<file path="src/instr_subset_consts.vh">
// Constants for the instruction subset executor: offsets, opcode patterns, reset values.
`ifndef INSTR_SUBSET_CONSTS_VH
`define INSTR_SUBSET_CONSTS_VH

`define REG_CTRL_OFS 2'h0
`define REG_ACC_OFS 2'h1
`define REG_STATUS_OFS 2'h2
`define REG_PC_OFS 2'h3

`define CTRL_ENABLE_BIT 0
`define STATUS_ZERO_BIT 0
`define STATUS_SKIP_BIT 1
`define STATUS_UNSUP_BIT 2
`define STATUS_BUSY_BIT 3

`define CTRL_RESET 1'h1
`define ACC_RESET 8'h00
`define ZERO_RESET 1'h0
`define PC_RESET 13'h0000

`define CLEAR_ACC_MASK 14'h3f80
`define CLEAR_ACC_PAT 14'h0100
`define CLEAR_FILE_MASK 14'h3f80
`define CLEAR_FILE_PAT 14'h0180
`define DEC_MASK 14'h3f00
`define DEC_PAT 14'h0300
`define DEC_SKIP_MASK 14'h3f00
`define DEC_SKIP_PAT 14'h0b00
`define INC_SKIP_MASK 14'h3f00
`define INC_SKIP_PAT 14'h0f00
`define BRANCH_MASK 14'h3800
`define BRANCH_PAT 14'h2800
`define OR_LIT_MASK 14'h3f00
`define OR_LIT_PAT 14'h3800

`define DEST_BIT 7
`define UPPER_LATCH_HI 4
`define UPPER_LATCH_LO 3

`endif

</file>
<file path="src/core_instr_subset_exec.v">
// Executor for a subset of the 8-bit core instruction set, with its register port.
//
// Strobed register access and the register addresses were chosen for this implementation.
`timescale 1ns/1ps
`default_nettype none
`include "instr_subset_consts.vh"

module core_instr_subset_exec #(
  parameter DATA_W = 8,
  parameter ADDR_W = 7,
  parameter PC_W = 13,
  parameter INSTR_W = 14
) (
  input wire clk_i,
  input wire reset_i,
  input wire instr_valid_i,
  input wire [INSTR_W-1:0] instr_i,
  output wire instr_ready_o,
  output wire [PC_W-1:0] pc_o,
  output wire pc_load_o,
  input wire [7:0] pc_upper_latch_i,
  output wire [ADDR_W-1:0] file_addr_o,
  output wire file_rd_o,
  input wire [DATA_W-1:0] file_rdata_i,
  output wire file_wr_o,
  output wire [DATA_W-1:0] file_wdata_o,
  output wire [DATA_W-1:0] acc_o,
  output wire zero_o,
  output wire retire_o,
  output wire discard_o,
  input wire [1:0] bus_addr_i,
  input wire [31:0] bus_wdata_i,
  input wire bus_wr_i,
  input wire bus_rd_i,
  output wire [31:0] bus_rdata_o
);

  localparam S_IDLE = 2'h0;
  localparam S_RD = 2'h1;
  localparam S_DATA = 2'h2;

  localparam OP_NONE = 3'h0;
  localparam OP_CLEAR_ACC = 3'h1;
  localparam OP_CLEAR_FILE = 3'h2;
  localparam OP_DEC = 3'h3;
  localparam OP_DEC_SKIP = 3'h4;
  localparam OP_INC_SKIP = 3'h5;
  localparam OP_BRANCH = 3'h6;
  localparam OP_OR_LIT = 3'h7;

  // Unknown encodings fall to OP_NONE and retire; their only effect is to set the sticky unsupported status bit.
  function [2:0] decode;
    input [INSTR_W-1:0] w;
    begin
      if ((w & `CLEAR_ACC_MASK) == `CLEAR_ACC_PAT)
        decode = OP_CLEAR_ACC;
      else if ((w & `CLEAR_FILE_MASK) == `CLEAR_FILE_PAT)
        decode = OP_CLEAR_FILE;
      else if ((w & `DEC_MASK) == `DEC_PAT)
        decode = OP_DEC;
      else if ((w & `DEC_SKIP_MASK) == `DEC_SKIP_PAT)
        decode = OP_DEC_SKIP;
      else if ((w & `INC_SKIP_MASK) == `INC_SKIP_PAT)
        decode = OP_INC_SKIP;
      else if ((w & `BRANCH_MASK) == `BRANCH_PAT)
        decode = OP_BRANCH;
      else if ((w & `OR_LIT_MASK) == `OR_LIT_PAT)
        decode = OP_OR_LIT;
      else
        decode = OP_NONE;
    end
  endfunction

  // Every output is a register, so each result shows one cycle after the edge that decides it.
  reg [1:0] state_r, state_nxt;
  reg [2:0] op_r, op_nxt;
  reg dest_r, dest_nxt;
  reg [ADDR_W-1:0] addr_r, addr_nxt;
  reg [DATA_W-1:0] acc_r, acc_nxt;
  reg zero_r, zero_nxt;
  reg [PC_W-1:0] pc_r, pc_nxt;
  reg pc_load_r, pc_load_nxt;
  reg file_rd_r, file_rd_nxt;
  reg file_wr_r, file_wr_nxt;
  reg [DATA_W-1:0] wdata_r, wdata_nxt;
  reg skip_r, skip_nxt;
  reg retire_r, retire_nxt;
  reg discard_r, discard_nxt;
  reg unsup_r, unsup_nxt;
  reg enable_r, enable_nxt;
  reg ready_r, ready_nxt;
  reg [31:0] rdata_r, rdata_nxt;
  reg acc_hit;

  wire accept = instr_valid_i & ready_r;
  wire [2:0] op_dec = decode(instr_i);
  // Operand data is taken exactly one cycle after the read strobe; the file has no wait input.
  wire [DATA_W-1:0] dec_val = file_rdata_i - {{(DATA_W-1){1'b0}}, 1'b1};
  wire [DATA_W-1:0] inc_val = file_rdata_i + {{(DATA_W-1){1'b0}}, 1'b1};
  wire [DATA_W-1:0] result = (op_r == OP_INC_SKIP) ? inc_val : dec_val;
  wire [DATA_W-1:0] or_val = acc_r | instr_i[DATA_W-1:0];

  always @*
  begin
    state_nxt = state_r;
    op_nxt = op_r;
    dest_nxt = dest_r;
    addr_nxt = addr_r;
    acc_nxt = acc_r;
    zero_nxt = zero_r;
    pc_nxt = pc_r;
    pc_load_nxt = 1'b0;
    file_rd_nxt = 1'b0;
    file_wr_nxt = 1'b0;
    wdata_nxt = wdata_r;
    skip_nxt = skip_r;
    retire_nxt = 1'b0;
    discard_nxt = 1'b0;
    unsup_nxt = unsup_r;
    enable_nxt = enable_r;
    acc_hit = 1'b0;
    if (bus_wr_i && bus_addr_i == `REG_CTRL_OFS)
      enable_nxt = bus_wdata_i[`CTRL_ENABLE_BIT];
    case (state_r)
      S_IDLE:
      begin
        if (accept)
        begin
          pc_nxt = pc_r + {{(PC_W-1){1'b0}}, 1'b1};
          retire_nxt = 1'b1;
          if (skip_r)
          begin
            // The slot after a taken skip or a branch runs as a no-operation.
            skip_nxt = 1'b0;
            discard_nxt = 1'b1;
          end
          else
          begin
            case (op_dec)
              OP_CLEAR_ACC:
              begin
                acc_nxt = {DATA_W{1'b0}};
                acc_hit = 1'b1;
                zero_nxt = 1'b1;
              end
              OP_CLEAR_FILE:
              begin
                addr_nxt = instr_i[ADDR_W-1:0];
                wdata_nxt = {DATA_W{1'b0}};
                file_wr_nxt = 1'b1;
                zero_nxt = 1'b1;
              end
              OP_DEC, OP_DEC_SKIP, OP_INC_SKIP:
              begin
                // Read-modify-write needs the operand first, so retire waits for the data.
                retire_nxt = 1'b0;
                op_nxt = op_dec;
                dest_nxt = instr_i[`DEST_BIT];
                addr_nxt = instr_i[ADDR_W-1:0];
                file_rd_nxt = 1'b1;
                state_nxt = S_RD;
              end
              OP_BRANCH:
              begin
                pc_nxt = {pc_upper_latch_i[`UPPER_LATCH_HI:`UPPER_LATCH_LO], instr_i[10:0]};
                pc_load_nxt = 1'b1;
                // The word already fetched is stale; burning it gives the second cycle.
                skip_nxt = 1'b1;
              end
              OP_OR_LIT:
              begin
                acc_nxt = or_val;
                acc_hit = 1'b1;
                zero_nxt = (or_val == {DATA_W{1'b0}});
              end
              default:
                unsup_nxt = 1'b1;
            endcase
          end
        end
      end
      S_RD:
        state_nxt = S_DATA;
      S_DATA:
      begin
        state_nxt = S_IDLE;
        retire_nxt = 1'b1;
        if (dest_r)
        begin
          wdata_nxt = result;
          file_wr_nxt = 1'b1;
        end
        else
        begin
          acc_nxt = result;
          acc_hit = 1'b1;
        end
        // The skip forms leave the zero flag alone; only the pending skip records their result.
        if (op_r == OP_DEC)
          zero_nxt = (result == {DATA_W{1'b0}});
        else
          skip_nxt = (result == {DATA_W{1'b0}});
      end
      default:
        state_nxt = S_IDLE;
    endcase
    // A software write to the accumulator yields to an instruction writing it the same cycle.
    if (bus_wr_i && bus_addr_i == `REG_ACC_OFS && !acc_hit)
      acc_nxt = bus_wdata_i[DATA_W-1:0];
    // Ready is registered, so a word is never accepted while an operand read is in flight.
    ready_nxt = enable_nxt && (state_nxt == S_IDLE);
    rdata_nxt = 32'h00000000;
    if (bus_rd_i)
    begin
      case (bus_addr_i)
        `REG_CTRL_OFS:
          rdata_nxt[`CTRL_ENABLE_BIT] = enable_r;
        `REG_ACC_OFS:
          rdata_nxt[DATA_W-1:0] = acc_r;
        `REG_STATUS_OFS:
        begin
          rdata_nxt[`STATUS_ZERO_BIT] = zero_r;
          rdata_nxt[`STATUS_SKIP_BIT] = skip_r;
          rdata_nxt[`STATUS_UNSUP_BIT] = unsup_r;
          rdata_nxt[`STATUS_BUSY_BIT] = (state_r != S_IDLE);
        end
        default:
          rdata_nxt[PC_W-1:0] = pc_r;
      endcase
    end
  end

  always @(posedge clk_i)
  begin
    if (reset_i)
    begin
      state_r <= S_IDLE;
      op_r <= OP_NONE;
      dest_r <= 1'b0;
      addr_r <= {ADDR_W{1'b0}};
      acc_r <= `ACC_RESET;
      zero_r <= `ZERO_RESET;
      pc_r <= `PC_RESET;
      pc_load_r <= 1'b0;
      file_rd_r <= 1'b0;
      file_wr_r <= 1'b0;
      wdata_r <= {DATA_W{1'b0}};
      skip_r <= 1'b0;
      retire_r <= 1'b0;
      discard_r <= 1'b0;
      unsup_r <= 1'b0;
      enable_r <= `CTRL_RESET;
      ready_r <= 1'b0;
      rdata_r <= 32'h00000000;
    end
    else
    begin
      state_r <= state_nxt;
      op_r <= op_nxt;
      dest_r <= dest_nxt;
      addr_r <= addr_nxt;
      acc_r <= acc_nxt;
      zero_r <= zero_nxt;
      pc_r <= pc_nxt;
      pc_load_r <= pc_load_nxt;
      file_rd_r <= file_rd_nxt;
      file_wr_r <= file_wr_nxt;
      wdata_r <= wdata_nxt;
      skip_r <= skip_nxt;
      retire_r <= retire_nxt;
      discard_r <= discard_nxt;
      unsup_r <= unsup_nxt;
      enable_r <= enable_nxt;
      ready_r <= ready_nxt;
      rdata_r <= rdata_nxt;
    end
  end

  assign instr_ready_o = ready_r;
  assign pc_o = pc_r;
  assign pc_load_o = pc_load_r;
  assign file_addr_o = addr_r;
  assign file_rd_o = file_rd_r;
  assign file_wr_o = file_wr_r;
  assign file_wdata_o = wdata_r;
  assign acc_o = acc_r;
  assign zero_o = zero_r;
  assign retire_o = retire_r;
  assign discard_o = discard_r;
  assign bus_rdata_o = rdata_r;

endmodule
`default_nettype wire

</file>
<file path="config.mk">
export PLATFORM = sky130hd
export DESIGN_NAME = core_instr_subset_exec
export DESIGN_NICKNAME = d
export VERILOG_FILES = /design/src/core_instr_subset_exec.v
export VERILOG_INCLUDE_DIRS = /design/src
export SDC_FILE = /design/constraint.sdc
export NUM_CORES = 1
export LEC_CHECK = 0
export BUFFER_PORTS_ARGS = -buffer_cell sky130_fd_sc_hd__buf_2
export CAP_MARGIN = 20
export CORE_MARGIN = 2
export CORE_UTILIZATION = 46
export CTS_BUF_LIST = sky130_fd_sc_hd__clkbuf_8
export DETAILED_ROUTE_END_ITERATION = 8
export PLACE_DENSITY = 0.83
export SLEW_MARGIN = 15
export SYNTH_ARGS = -nofsm -noshare
export SYNTH_HDL_FRONTEND = slang
export SYNTH_SLANG_ARGS = --single-unit
</file>
<file path="constraint.sdc">
create_clock -name clk_i -period 2.6 [get_ports clk_i]
set_clock_uncertainty 0.2 [all_clocks]
set_input_delay 0.13 -clock clk_i [delete_from_list [all_inputs] [get_ports clk_i]]
set_output_delay 0.13 -clock clk_i [all_outputs]
set_load 0.02 [all_outputs]
</file>
## After elaboration in Yosys (flattened, before gate mapping)

Index checks and enable logic that the tools add are counted.

- Output and inout bits: 75
- Logic and storage cells: 147
- Bits in registers: 84

- Equality and inequality tests: 31
- Bitwise logic cells: 7
- Muxes and demuxes: 55
- Add/subtract/negate cells: 3
- Reduce and logical (&&, ||, !) cells: 31

Operator list:

| cell | number |
|---|---|
| $mux W8 | 9 |
| $pmux W8 S2 | 3 |
| $mux W13 | 2 |
| $mux W1 | 21 |
| $mux W3 | 7 |
| $eq A3 B3 Y1 const B | 6 |
| $logic_not A8 Y1 | 2 |
| $reduce_and A5 Y1 | 3 |
| $eq A7 B2 Y1 const B | 2 |
| $add A13 B1 Y13 const B | 1 |
| $eq A6 B4 Y1 const B | 2 |
| $pmux W1 S2 | 6 |
| $reduce_and A4 Y1 | 3 |
| $ne A2 B2 Y1 const B | 5 |
| $eq A3 B2 Y1 const B | 3 |
| $ne A3 B3 Y1 const B | 3 |
| $pmux W3 S3 | 1 |
| $add A8 B1 Y8 const B | 1 |
| $or A8 B8 Y8 | 1 |
| $pmux W4 S2 | 1 |
| $reduce_or A2 Y1 | 4 |
| $reduce_or A4 Y1 | 2 |
| $sub A8 B1 Y8 const B | 1 |
| $reduce_or A7 Y1 | 1 |
| other kinds (22) | 37 |

## Logic depth before layout (Yosys ltp)

- Depth after elaboration: 18
- Gate-level depth with buffers: 10
- Gate-level depth less buffers: 10

## Least setup slack after synthesis

No wires, ideal clock.

- Path type: reg2reg
- Start point: register op_r[0]
- End point: register skip_r
- Required time: 2.305 ns
- Slack: -0.009 ns
- Path buffers: 0
- Stages on the path, launching flop included: 10
- Clock period less this slack: 2.609 ns
- Library setup time: 0.095 ns
- Data arrival time: 2.314 ns
- Cells stage by stage: dfxtp_1 > nand2_1 > or2_2 > ha_1 > a211oi_1 > o21ai_0 > a221oi_1 > xnor2_1 > nand3_1 > a221oi_1

- Longest elaborated chain between the ends: 5
- Elaborated cells between the ends (all ways): 8
- Classes of those cells: 3 x eq/ne; 3 x mux; 2 x reduce/logical

Ends and longest elaborated chain:

| item | RTL line | text |
|---|---|---|
| start: declaration | core_instr_subset_exec.v:76 | `reg [2:0] op_r, op_nxt;` |
| start signal: assignment | core_instr_subset_exec.v:259 | `op_r <= op_nxt;` |
| $eq A3 B3 Y1 | core_instr_subset_exec.v:100 | `wire [DATA_W-1:0] result = (op_r == OP_INC_SKIP) ? inc_val : dec_val;` |
| $mux W8 | core_instr_subset_exec.v:100 |  |
| $logic_not A8 Y1 | core_instr_subset_exec.v:202 | `skip_nxt = (result == {DATA_W{1'b0}});` |
| $mux W1 | core_instr_subset_exec.v:199 | `if (op_r == OP_DEC)` |
| $pmux W1 S2 | core_instr_subset_exec.v:124 | `case (state_r)` |
| end signal: assignment | core_instr_subset_exec.v:269 | `skip_r <= skip_nxt;` |
| end: declaration | core_instr_subset_exec.v:86 | `reg skip_r, skip_nxt;` |

Parallel ways exist; a longest one is shown, timed or not. The select of a mux whose other input is x is not followed.
A chain may end at the register's enable or synchronous reset.

## Worst setup path after layout

- Start point: register op_r[2]
- End point: register zero_r, in the netlist zero_o

- Longest elaborated chain between the ends: 5
- Elaborated cells between the ends (all ways): 8
- Classes of those cells: 3 x eq/ne; 3 x mux; 2 x reduce/logical

Ends and longest elaborated chain:

| item | RTL line | text |
|---|---|---|
| $eq A3 B3 Y1 | core_instr_subset_exec.v:100 |  |
| $mux W8 | core_instr_subset_exec.v:100 |  |
| $logic_not A8 Y1 | core_instr_subset_exec.v:200 | `zero_nxt = (result == {DATA_W{1'b0}});` |
| $mux W1 | core_instr_subset_exec.v:199 |  |
| $pmux W1 S2 | core_instr_subset_exec.v:124 |  |
| end signal: assignment | core_instr_subset_exec.v:242 | `` zero_r <= `ZERO_RESET; `` |
| end signal: assignment | core_instr_subset_exec.v:263 | `zero_r <= zero_nxt;` |
| end: declaration | core_instr_subset_exec.v:80 | `reg zero_r, zero_nxt;` |

Parallel ways exist; a longest one is shown, timed or not. The select of a mux whose other input is x is not followed.

==> flow_summary.json <==
{
  "synth-edff-count": 0,
  "crit_fanout": 5,
  "syn_area_sq_um": 3680,
  "max-vdd-ir-drop_mv": 0.339,
  "clk-insertion-delay-late_ps": 350,
  "ys_seq_elements": 65,
  "power_density_nw_per_um2": 496,
  "h-tree-depth": 3,
  "portBuffers": 94,
  "gr-total-overflow": 0,
  "setup_viol": 0,
  "clk_pin_slew_ps": 70,
  "yosysSeqAreaShare_pct": 35.3,
  "synth_area_leaders": "dfxtp_1, mux2i_1, nor2_1, buf_4, nand2_1",
  "regToRegStartpoint": "op_r[2]$_SDFFE_PP0P_",
  "dp.final_hpwl_microns": 7970,
  "diodes": 0,
  "synth-main-ff-cell": "dfxtp_1",
  "grt.total_usage_pct": 25.4,
  "synth.avg_cell_area_sq_um": 8.15,
  "status": "completed",
  "cp_data_arrival_time_ps": 2620,
  "busiest_layer": "met2",
  "drv_slew": 0,
  "rsz0062_at_grt": "yes",
  "critPathLaunchType": "register",
  "drive_gt1_share_pct": 29.1,
  "tightest_slew_ps": 928,
  "drt_wl_total_microns": 11400,
  "async_flop_share_pct": 0,
  "path_class": "register to register",
  "drtIter0Drc": 342,
  "place_area_sq_um": 4350,
  "detail-route-antenna-nets": 0,
  "reg2reg_to": "zero_o$_SDFFE_PP0P_",
  "syn_inst": 452,
  "wl_per_cell_microns": 16.5,
  "max_slew_margin_pct": 38.1,
  "grt_use_met1_pct": 30.3,
  "core_region_area_sq_um": 7730,
  "antenna_found_initial": 0,
  "dieHeight_microns": 93.5,
  "drv_cap": 0,
  "power.leakage_nw": 2.24,
  "syn_to_final_growth_pct": 34.5,
  "nFillCells": 628,
  "grt_util_met3_pct": 7.09,
  "ys_warn_count": 0,
  "row_count": 32,
  "grtUsageMet2_pct": 43.7,
  "yosys.area.top_type": "dfxtp_1",
  "clock_path_buffers": 2,
  "avgViaCountPerCell": 5.72,
  "grt_pass1_vias": 3850,
  "die_w_microns": 93.5,
  "cts_made_buffers": 9,
  "finalInstanceArea_sq_um": 4960,
  "clockRootBuffer": "clkbuf_8",
  "end_kind": "register",
  "rr_worst_depth": 9,
  "worstHoldPathType": "primary input to register",
  "endpoint": "zero_o$_SDFFE_PP0P_",
  "io_pins": 144,
  "hold_viol": 0,
  "gp_congestion": 0.934,
  "tritoncts": "built",
  "synth_top_area_share_pct": 35.3,
  "clock-sinks": 65,
  "fmax_mhz": 389,
  "drc": 0,
  "worstSetupStartpoint": "op_r[2]$_SDFFE_PP0P_",
  "grt_pass1_wl_microns": 17700,
  "cp.required_ps": 2650,
  "period_share_pct": 98.8,
  "synthDistinctLibCells": 60,
  "start_util_pct": 47.7,
  "fin_nets": 665,
  "dieArea_sq_um": 8740,
  "total_power_w": 0.00246,
  "grt_max_degree": 49,
  "firstDrtPassIters": 7,
  "r2r_setup_slack_ps": 30,
  "vias": 3972,
  "fin_crit_ps": 2570
}
## power breakdown
group          leakage [nW]  internal (W)  switching [W]  total (W)
Clock                 0.123      0.000666       0.000409    0.00108
Combinational          1.59      0.000149       0.000205   0.000353
Sequential            0.527       0.00101      0.0000193    0.00103
## sequential cells by signal, indices dropped and copies added (netlist names)
name and flops:
file_wr_o 1, acc_o 8, pc_load_o 1, bus_rdata_o 13
zero_o 1, discard_o 1, op_r 3, enable_r 1
pc_o 13, skip_r 1, file_wdata_o 8, dest_r 1
instr_ready_o 1, retire_o 1, file_addr_o 7, unsup_r 1
file_rd_o 1, state_r 2
## layout make-up
| type | instances | area [sq um] | share of cell area (%) |
|---|---|---|---|
| inverters | 18 | 70.1 | 1.41 |
| clock inverters | 6 | 115 | 2.32 |
| multi-input cells | 345 | 2250 | 45.5 |
| well taps | 102 | 128 | 2.57 |
| flip-flops and latches | 65 | 1300 | 26.3 |
| clock buffers | 10 | 138 | 2.78 |
| repair buffers | 148 | 948 | 19.1 |
## through the flow
stage | setup WS [ps] | setup TNS, ps | utilization, % | hold slack (ps) | instances
global placement | -65.4 | -162 | 56.3 | 141 | 654
finish | 30.5 | 0 | 64.2 | 11.5 | 694
detailed placement | -166 | -650 | 56.3 | 136 | 654
CTS | 2.91 | 0 | 63.1 | 7.76 | 691
global route | -102 | -357 | 64.2 | 39.1 | 694
floorplan | 59.8 | 0 | - | 38.5 | 470
## cells in the mapped netlist, drive strengths merged (6+ instances only)
| cell type | instances |
|---|---|
| dfxtp | 65 |
| nor2 | 60 |
| nand2 | 33 |
| mux2i | 25 |
| buf | 23 |
| a21oi | 19 |
| clkbuf | 19 |
| o21ai | 19 |
| inv | 18 |
| nor3 | 16 |
| nand3 | 13 |
| and3 | 10 |
| a31oi | 8 |
| ha | 8 |
| a211oi | 7 |
| nand2b | 7 |
| nor2b | 7 |
| o32ai | 7 |
| a21o | 6 |
| nor4 | 6 |
## timing repair
action | in CTS | in global routing
endpoints found under the hold margin | 29 | 0
buffers inserted | 0 | 3
endpoints found under the setup margin | 8 | 8
resized for setup | 9 | 18
hold buffers | 21 | 0
pin swaps | 6 | 10
## per-layer routing
layer,part of all wire (%),vias to the layer above
met2,48,210
met5,0,-
met4,2.9,0
met1,40,1864
li1,-,1858
met3,9.3,40
## cells in the final DEF, fill, tap and decap left out, drive strengths merged, types with 4 or more instances in the layout
cell / n
inv: 18
dlygate4sd3: 21
ha: 8
clkbuf: 10
and3: 10
a31oi: 8
nor2b: 7
a211oi: 7
o32ai: 7
conb: 19
nor2: 60
nand2: 33
nor4: 6
a21o: 6
o21ai: 19
dfxtp: 65
or2: 5
o211ai: 5
xnor2: 4
buf: 127
a21oi: 19
mux2i: 25
nand3: 13
nand2b: 7
nor3b: 4
nor3: 16
nand4: 4
## worst min-delay path by stage
stage                              from                     to  slack, ps  depth (start not counted)
floorplan                bus_wdata_i[5]  acc_o[5]$_SDFFE_PP0P_         40                          2
global placement         bus_wdata_i[6]  acc_o[6]$_SDFFE_PP0P_        140                          3
detailed placement       bus_wdata_i[6]  acc_o[6]$_SDFFE_PP0P_        140                          3
CTS                 pc_upper_latch_i[3]  pc_o[11]$_SDFFE_PP0P_          8                          4
global route        pc_upper_latch_i[3]  pc_o[11]$_SDFFE_PP0P_         40                          4
finish              pc_upper_latch_i[3]  pc_o[11]$_SDFFE_PP0P_         10                          4
## critical path: stages, from the launching register on
cell and delay [ps]:
dfxtp_2 330, nand2_2 50, or2_4 290, ha_1 330
o21ai_1 170, o21ai_0 170, a221oi_2 280, xnor2_1 190
nand3_1 180, a311oi_1 290
## cells by family (layout without fill, tap and decap cells)
kind of cell | after synthesis | in the layout | share of synthesized area, %
fa+ha+maj | 9 | 9 | 3.26
simple gates | 180 | 180 | 24.1
xor+xnor | 6 | 6 | 1.43
compound gates | 102 | 102 | 19.0
other cells | 1 | 19 | 0.102
buf+inv | 60 | 182 | 8.42
mux | 29 | 29 | 8.32
flops | 65 | 65 | 35.3
Note: power is estimated with default switching activity, not from simulation.
